<file path="src/logic/fpwd_pkg.sv">
// package for the flash page window decoder: constants and carrier types
// Notes on behaviour
// - no off-chip page extension, internal pages only
// - window 0x8000-0xBFFF uses page select register
// - top range maps page 3f when enabled
// - middle range maps 3e above 16K flash unless half-map set
// - bottom range maps 3d above 32K flash
// - window aliases page select by flash size
package fpwd_pkg;
  localparam int ADDR_W = 16;
  localparam int PAGE_W = 6;
  localparam int OFFS_W = 14;
  localparam logic [1:0] RANGE_BOTTOM = 2'h0;
  localparam logic [1:0] RANGE_MIDDLE = 2'h1;
  localparam logic [1:0] RANGE_WINDOW = 2'h2;
  localparam logic [1:0] RANGE_TOP    = 2'h3;
  localparam logic [5:0] PAGE_TOP     = 6'h3f;
  localparam logic [5:0] PAGE_MIDDLE  = 6'h3e;
  localparam logic [5:0] PAGE_BOTTOM  = 6'h3d;
  localparam logic [5:0] PAGE_ZERO    = 6'h00;
  localparam logic [5:0] MASK_128K    = 6'h07;
  localparam logic [5:0] MASK_64K     = 6'h03;
  localparam logic [5:0] MASK_32K     = 6'h01;
  localparam logic [5:0] MASK_16K     = 6'h00;
  localparam logic [1:0] PAGE_KEEP_W_SEL = 2'h0;
  localparam int FLASH_KB_DEFAULT = 128;
  localparam int KB_16  = 16;
  localparam int KB_32  = 32;
  localparam int KB_64  = 64;

  typedef struct packed {
    logic              valid;
    logic [ADDR_W-1:0] addr;
  } fpwd_req_type;

  typedef struct packed {
    logic              hit;
    logic [PAGE_W-1:0] page;
    logic [OFFS_W-1:0] offset;
  } fpwd_map_type;

  typedef struct packed {
    logic [PAGE_W-1:0] page_sel;
    fpwd_map_type      map;
  } fpwd_state_type;
endpackage

</file>
<file path="src/logic/fpwd_decode.sv">
// flash page window decoder: cpu address to internal flash page and offset
`timescale 1ns/10ps
module fpwd_decode #(
  parameter int FLASH_KB = fpwd_pkg::FLASH_KB_DEFAULT
) (
  input  wire logic                         mclk,
  input  wire logic                         nrst,
  input  wire fpwd_pkg::fpwd_req_type       req,
  input  wire logic                         page_sel_we,
  input  wire logic [fpwd_pkg::PAGE_W-1:0]  page_sel_wdata,
  input  wire logic                         flash_enable_bit,
  input  wire logic                         flash_half_map_bit,
  output fpwd_pkg::fpwd_map_type            map,
  output logic [fpwd_pkg::PAGE_W-1:0]       program_page_select
);
  import fpwd_pkg::*;

  fpwd_state_type state_reg;
  fpwd_state_type state_next;

  // size-dependent alias mask; the window only ever sees top pages
  function automatic logic [PAGE_W-1:0] size_mask(input int kb);
    if (kb <= KB_16) begin
      return MASK_16K;
    end else if (kb <= KB_32) begin
      return MASK_32K;
    end else if (kb <= KB_64) begin
      return MASK_64K;
    end else begin
      return MASK_128K;
    end
  endfunction

  localparam logic [PAGE_W-1:0] WIN_MASK = size_mask(FLASH_KB);
  localparam logic HAS_BOTTOM = (FLASH_KB > KB_32);
  localparam logic HAS_MIDDLE = (FLASH_KB > KB_16);

  // page that the window shows; only the low select bits survive aliasing
  function automatic logic [PAGE_W-1:0] window_page(
    input logic [PAGE_W-1:0] sel
  );
    return (PAGE_TOP & ~WIN_MASK) | (sel & WIN_MASK);
  endfunction

  // the smallest part has one window page; even selects miss flash
  function automatic logic window_hit(input logic [PAGE_W-1:0] sel);
    if (WIN_MASK == MASK_16K) begin
      return sel[0];
    end else begin
      return 1'b1;
    end
  endfunction

  // fixed page of a non-window range; the select register is not an input
  function automatic logic [PAGE_W-1:0] fixed_page(input logic [1:0] rng);
    if (rng == RANGE_TOP) begin
      return PAGE_TOP;
    end else if (rng == RANGE_MIDDLE) begin
      return PAGE_MIDDLE;
    end else if (rng == RANGE_BOTTOM) begin
      return PAGE_BOTTOM;
    end else begin
      return PAGE_ZERO;
    end
  endfunction

  // fixed ranges answer only with flash enabled; small parts lack pages
  function automatic logic fixed_hit(input logic [1:0] rng,
                                     input logic       en,
                                     input logic       hm);
    if (rng == RANGE_TOP) begin
      return en;
    end else if (rng == RANGE_MIDDLE) begin
      return en && !hm && HAS_MIDDLE;
    end else if (rng == RANGE_BOTTOM) begin
      return en && HAS_BOTTOM;
    end else begin
      return 1'b0;
    end
  endfunction

  logic [1:0] range_sel;
  assign range_sel = req.addr[ADDR_W-1:OFFS_W];

  always_comb begin
    state_next = state_reg;
    if (page_sel_we) begin
      // a load lands at the edge, so an access in the same cycle
      // still sees the old select
      state_next.page_sel = page_sel_wdata;
    end
    state_next.map.hit    = 1'b0;
    state_next.map.page   = PAGE_ZERO;
    // only internal page and offset leave the block; no address extension
    state_next.map.offset = req.addr[OFFS_W-1:0];
    if (req.valid) begin
      if (range_sel == RANGE_WINDOW) begin
        // the window does not depend on the flash enable
        state_next.map.hit  = window_hit(state_reg.page_sel);
        state_next.map.page = window_page(state_reg.page_sel);
      end else begin
        state_next.map.hit  = fixed_hit(range_sel, flash_enable_bit,
                                        flash_half_map_bit);
        state_next.map.page = fixed_page(range_sel);
      end
    end
    // a miss reports page zero so a stale page never looks valid
    if (!state_next.map.hit) begin
      state_next.map.page = PAGE_ZERO;
    end
  end

  always_ff @(posedge mclk or negedge nrst) begin
    if (!nrst) begin
      state_reg <= '0;
    end else begin
      state_reg <= state_next;
    end
  end

  assign map                 = state_reg.map;
  assign program_page_select = state_reg.page_sel;

  // top range follows the enable alone
  AST_TOP_PAGE: assert property (@(posedge mclk) disable iff (!nrst)
    req.valid && req.addr[ADDR_W-1:OFFS_W] == RANGE_TOP && flash_enable_bit
    |=> map.hit && map.page == PAGE_TOP)
    else $error("top range did not map its page");

  // middle range needs the enable and a clear half-map bit
  AST_MID_PAGE: assert property (@(posedge mclk) disable iff (!nrst)
    req.valid && req.addr[ADDR_W-1:OFFS_W] == RANGE_MIDDLE
    |=> map.hit == $past(flash_enable_bit && !flash_half_map_bit
                         && HAS_MIDDLE))
    else $error("middle range hit wrong");

  // half-map set always removes flash from the middle range
  AST_MID_OFF: assert property (@(posedge mclk) disable iff (!nrst)
    req.valid && req.addr[ADDR_W-1:OFFS_W] == RANGE_MIDDLE
    && flash_half_map_bit
    |=> !map.hit)
    else $error("middle range mapped with half-map set");

  // bottom range exists only on the larger parts
  AST_BOT_PAGE: assert property (@(posedge mclk) disable iff (!nrst)
    req.valid && req.addr[ADDR_W-1:OFFS_W] == RANGE_BOTTOM
    |=> map.hit == $past(flash_enable_bit && HAS_BOTTOM))
    else $error("bottom range hit wrong");

  // no fixed range maps flash while the enable is clear
  AST_FIXED_OFF: assert property (@(posedge mclk) disable iff (!nrst)
    req.valid && req.addr[ADDR_W-1:OFFS_W] != RANGE_WINDOW
    && !flash_enable_bit
    |=> !map.hit)
    else $error("fixed range mapped with flash disabled");

  // window page is the top pages with the select in the low bits
  AST_WIN_PAGE: assert property (@(posedge mclk) disable iff (!nrst)
    req.valid && req.addr[ADDR_W-1:OFFS_W] == RANGE_WINDOW
    && WIN_MASK != MASK_16K
    |=> map.hit && map.page == ((PAGE_TOP & ~WIN_MASK)
                                | ($past(program_page_select) & WIN_MASK)))
    else $error("window page wrong");

  // window hits on the larger parts even with flash disabled
  AST_WIN_NO_EN: assert property (@(posedge mclk) disable iff (!nrst)
    req.valid && req.addr[ADDR_W-1:OFFS_W] == RANGE_WINDOW
    && WIN_MASK != MASK_16K && !flash_enable_bit
    |=> map.hit)
    else $error("window missed with flash disabled");

  // smallest part: odd selects only
  AST_WIN_16K: assert property (@(posedge mclk) disable iff (!nrst)
    req.valid && req.addr[ADDR_W-1:OFFS_W] == RANGE_WINDOW
    && WIN_MASK == MASK_16K
    |=> map.hit == $past(program_page_select[0]))
    else $error("smallest window hit wrong");

  AST_SEL_LOAD: assert property (@(posedge mclk) disable iff (!nrst)
    page_sel_we |=> program_page_select == $past(page_sel_wdata))
    else $error("page select not loaded");

  // the select only changes on a load
  AST_SEL_HOLD: assert property (@(posedge mclk) disable iff (!nrst)
    !page_sel_we |=> $stable(program_page_select))
    else $error("page select changed without a load");

  // fixed ranges give their own page whatever the select holds
  AST_FIXED_IGNORE: assert property (@(posedge mclk) disable iff (!nrst)
    req.valid && req.addr[ADDR_W-1:OFFS_W] != RANGE_WINDOW
    |=> map.page == (map.hit
                     ? fixed_page($past(req.addr[ADDR_W-1:OFFS_W]))
                     : PAGE_ZERO))
    else $error("fixed range followed page select");

  AST_OFFSET: assert property (@(posedge mclk) disable iff (!nrst)
    1'b1 |=> map.offset == $past(req.addr[OFFS_W-1:0]))
    else $error("offset not passed through");

  AST_IDLE: assert property (@(posedge mclk) disable iff (!nrst)
    !req.valid |=> !map.hit)
    else $error("hit without request");

  AST_MISS_ZERO: assert property (@(posedge mclk) disable iff (!nrst)
    !map.hit |-> map.page == PAGE_ZERO)
    else $error("page shown on a miss");

  COV_WIN: cover property (@(posedge mclk) disable iff (!nrst)
    req.valid && req.addr[ADDR_W-1:OFFS_W] == RANGE_WINDOW ##1 map.hit);
  COV_TOP: cover property (@(posedge mclk) disable iff (!nrst)
    req.valid && req.addr[ADDR_W-1:OFFS_W] == RANGE_TOP ##1 map.hit);
  COV_HALF: cover property (@(posedge mclk) disable iff (!nrst)
    req.valid && req.addr[ADDR_W-1:OFFS_W] == RANGE_MIDDLE
    && flash_half_map_bit);
  COV_BOTTOM: cover property (@(posedge mclk) disable iff (!nrst)
    req.valid && req.addr[ADDR_W-1:OFFS_W] == RANGE_BOTTOM ##1 map.hit);
  COV_LOAD_WIN: cover property (@(posedge mclk) disable iff (!nrst)
    page_sel_we && req.valid
    && req.addr[ADDR_W-1:OFFS_W] == RANGE_WINDOW);
endmodule // fpwd_decode

</file>
<file path="config.mk">
export PLATFORM = sky130hd
export DESIGN_NAME = fpwd_decode
export DESIGN_NICKNAME = d
export VERILOG_FILES = /design/src/logic/fpwd_pkg.sv /design/src/logic/fpwd_decode.sv
export SDC_FILE = /design/constraint.sdc
export NUM_CORES = 1
export LEC_CHECK = 0
export BUFFER_PORTS_ARGS = -buffer_cell sky130_fd_sc_hd__buf_4
export CORE_MARGIN = 3
export CORE_UTILIZATION = 44
export CTS_BUF_LIST = sky130_fd_sc_hd__clkbuf_4 sky130_fd_sc_hd__clkbuf_8 sky130_fd_sc_hd__clkbuf_16
export DETAILED_ROUTE_END_ITERATION = 8
export PLACE_DENSITY = 0.81
export SLEW_MARGIN = 20
export SYNTH_ARGS = -nofsm -noshare
export SYNTH_HDL_FRONTEND = slang
export SYNTH_SLANG_ARGS = --single-unit
</file>
<file path="constraint.sdc">
create_clock -name mclk -period 1.7 [get_ports mclk]
set_input_delay 0.17 -clock mclk [delete_from_list [all_inputs] [get_ports mclk]]
set_output_delay 0.17 -clock mclk [all_outputs]
set_load 0.05 [all_outputs]
</file>
=== Word-level counts from Yosys, hierarchy flattened ===
Index checks and enable logic that the tools add are counted.

* Div/mod/pow operators: 0
* $add $sub $neg: 0
* Order comparisons: 0
* Reduce and logical (&&, ||, !) cells: 3
* Eq/ne operators: 3
* Multiplexer cells: 9
* Bitwise gates (word level): 0
* Shift operators: 0
* $mul: 0

{| class="wikitable"
|+ Operators with widths
! operator !! count
|-
| $mux W6 || 4
|-
| $mux W7 || 2
|-
| $eq A2 B2 Y1 const B || 2
|-
| $mux W1 || 3
|-
| $eq A2 B1 Y1 const B || 1
|-
| $logic_not A2 Y1 || 1
|-
| $logic_and A1 B1 Y1 || 1
|-
| $logic_not A1 Y1 || 1
|}

* Word-level logic and storage cells: 19
* Output and inout port bits: 27
* Memory bits (writable): 0
* Input bits: 28
* Memories kept: 0
* Bits in latches: 0
* Flip-flop bits (word level): 27
* ROM bits: 0

=== Depth between registers and ports, before layout ===
* Depth in word-level cells: 7
* Depth in mapped cells: 6
* Gate-level depth less buffers: 5

=== Worst setup path after synthesis ===
OpenSTA, ideal clock, no wires.

* Kind: input to register
* Start: input req[14] (netlist bit)
* End: register state_reg, in the netlist map[14]
* Required time: 1.567 ns
* Stages: 5
* Arrival time: 1.007 ns
* Path buffers: 1
* Slack: 0.559 ns
* Library setup time: 0.133 ns
* Path through: inv_1 ha_1 buf_6 o41ai_4 nor2_1

{| class="wikitable"
|+ RTL lines
! what !! line !! text
|-
| from (decl) || fpwd_decode.sv:8 || <nowiki>input wire fpwd_pkg::fpwd_req_type req,</nowiki>
|-
| to (signal assigned) || fpwd_decode.sv:117 || <nowiki>state_reg <= state_next;</nowiki>
|-
| to (decl) || fpwd_decode.sv:18 || <nowiki>fpwd_state_type state_reg;</nowiki>
|}

=== Final worst setup path ===
* Start: register state_reg, in the netlist program_page_select[0]
* End: output program_page_select[0] (netlist bit)

{| class="wikitable"
|+ RTL lines
! what !! line !! text
|-
| to (decl) || fpwd_decode.sv:14 || <nowiki>output logic [fpwd_pkg::PAGE_W-1:0] program_page_select</nowiki>
|}

No word-level cell between the ends.

==> flow_summary.json <==
{
  "hold_depth": 2,
  "grt-ovfl-total": 0,
  "r2r_end": "program_page_select[0]",
  "cts_max_level": 1,
  "arrival_ns": 0.94,
  "place_worst_setup_slack_ns": 0.3514,
  "yosys_warnings": 0,
  "drc_errors": 0,
  "core_um2": 1839,
  "grt_antenna_before_repair": 0,
  "synthCells": 60,
  "syn_area_per_cell_um2": 15.12,
  "holdCritStartpoint": "page_sel_wdata[1]",
  "slowest_delay_ns": 0.43,
  "gp_congestion": 0.7766,
  "r2r-start": "program_page_select[0]",
  "initial_core_util": 0.4932,
  "finalSetupViolations": 0,
  "netlist_top_cells_area": "dfrtp_1 69%, mux2_1 7.4%, ha_1 6.9%",
  "grt_usage": 0.1772,
  "vias": 691,
  "cts_tree": "done",
  "finalHoldViolations": 0,
  "path_buf_inv": 1,
  "drt-met1-wl_um": 774,
  "synthesis.nets": 93,
  "wl_met3_um": 86,
  "drive_gt1_frac": 0.4574,
  "grt_pass1_wl_um": 3305,
  "area_growth_pct": 64.55,
  "vias_per_cell": 4.487,
  "synth_top_area_frac": 0.6897,
  "io_buffers": 54,
  "worstSetupStartpointType": "register",
  "skew_ns": 0.0004616,
  "crit_slowest_cell": "dfrtp_1",
  "hold_path.class": "primary input to register",
  "p_per_area_nw_per_um2": 858.2,
  "max_cap_viol_count": 0,
  "drt_iter0_markers": 9,
  "ios": 55,
  "r2r_cells": 1,
  "regArea_um2": 625.6,
  "clock_path_buffers": 2,
  "cp-end-kind": "output port",
  "critPathRequiredTime_ns": 1.53,
  "num_rows": 15,
  "critPathTopFamily": "flip-flops",
  "netlist_area_um2": 907.1,
  "firstDrtPassIters": 4,
  "cts_root_buffer": "clkbuf_4",
  "max_clock_freq_mhz": 904.1,
  "die_y_um": 51.41,
  "fillers": 114,
  "clock_sinks": 25,
  "rsz0062_at_grt": "no",
  "yosysTopAreaCell": "dfrtp_1",
  "leakage_nw": 0.7561,
  "min_period_ns": 1.106,
  "routed_wl_um": 2259,
  "top_layer": "met4",
  "final-max-slew-violation-count": 0,
  "worstHoldEndpoint": "program_page_select[1]",
  "postCtsSetupRepairBufs": 0,
  "fin_tns_setup_ns": 0,
  "grt_pass1_vias": 668,
  "ys_seq_elements": 25,
  "dieWidth_um": 51.41,
  "path_clk_slew_ns": 0.12,
  "peakVddDrop_mv": 0.7894,
  "cts_buffers": 3,
  "ys_types": 15,
  "multi_input_area_um2": 239.0,
  "diodes": 0,
  "wl_met2_um": 1372,
  "seq_area_frac_synth": 0.6897,
  "cts.repair.resized": 0,
  "slew_headroom": 0.7562,
  "tightest_slew_ns": 0.3645,
  "status": "complete, no violations",
  "insertion_delay_ns": 0.30,
  "worst-path-max-fanout": 3,
  "criticalPathCategory": "register to output port",
  "wl_per_cell_um": 14.67,
  "fin_ws_ns": 0.5939,
  "finalCritPeriodShare": 0.6506,
  "fin_nets": 163,
  "worstPathCellList": "buf_4",
  "die-area_um2": 2642,
  "dp_hpwl_um": 1502,
  "cts_hold_buf": 15,
  "grt_max_degree": 26,
  "ant_nets": 0,
  "reg2reg_slack_ns": 0.88
}
per-stage QoR:
step / total power [W] / cells / area [µm²] / utilization / hold WS, ns
4_1_cts: 0.001288 / 154 / 1493 / 0.8116 / 0.06604
6_report: 0.001281 / 154 / 1493 / 0.8116 / 0.07164
5_1_grt: 0.001345 / 154 / 1493 / 0.8116 / 0.05396
3_3_place_gp: 0.0009890 / 135 / 1313 / 0.7136 / 0.07633
2_1_floorplan: 0.0008600 / 60 / 907.1 / - / -0.1256
3_5_place_dp: 0.0009946 / 135 / 1313 / 0.7136 / 0.08160
cell type report:
class	count	share of cell area
clock buffers	4	0.02012
inverters	3	0.007544
multi-input cells	28	0.1601
flip-flops and latches	25	0.4191
well taps	25	0.02096
repair buffers	69	0.3722
per-layer routing:
layer	track usage	vias up
li1	-	328
met1	0.1801	328
met2	0.3644	31
met3	0.02915	4
met4	0.03930	0
met5	0	-
how the worst max path moves through the flow:
stage	slack, ns	endpoint	cells after the start	from
after floorplan	0.56	map[14]	5	req[14]
after global placement	0.39	map[14]	5	req[14]
after detailed placement	0.35	map[18]	5	req[14]
after CTS	0.59	program_page_select[0]	1	program_page_select[0]
after global routing	0.55	program_page_select[0]	1	program_page_select[0]
final	0.59	program_page_select[0]	1	program_page_select[0]
cell usage after synthesis:
master	n
nor3b_1	2
ha_1	5
nor2b_1	2
a21oi_1	3
nand2_1	1
buf_6	1
inv_1	3
dfrtp_1	25
mux2_1	6
o21a_1	1
nor2_1	6
buf_2	1
o21ai_0	1
o41ai_4	1
buf_4	2
where the power goes:
part	total (W)	leakage (nW)	internal, W	switching, W
Combinational	0.000362	0.437	0.000140	0.000223
Sequential	0.000651	0.301	0.000632	0.0000183
Clock	0.000268	0.0184	0.000107	0.000161
cell families after synthesis:
group | after synthesis | synth area share
compound gates | 6 | 0.06069
simple gates | 11 | 0.05930
flops | 25 | 0.6897
mux | 6 | 0.07448
buf+inv | 7 | 0.04688
fa+ha+maj | 5 | 0.06897
state kept, by name, summed over array words and instances (netlist names):
register and cells:
map 19, program_page_select 6
cells in the final DEF, fill, tap and decap left out:
| master | count |
|---|---|
| o41ai_4 | 1 |
| nor2b_1 | 2 |
| dlygate4sd3_1 | 15 |
| o21ai_0 | 1 |
| dfrtp_1 | 25 |
| buf_4 | 54 |
| clkbuf_4 | 4 |
| nor3b_1 | 2 |
| nor2_1 | 6 |
| ha_1 | 5 |
| nand2_1 | 1 |
| a21oi_1 | 3 |
| inv_1 | 3 |
| o21a_1 | 1 |
| mux2_1 | 6 |
Note: power is estimated with default switching activity, not from simulation.
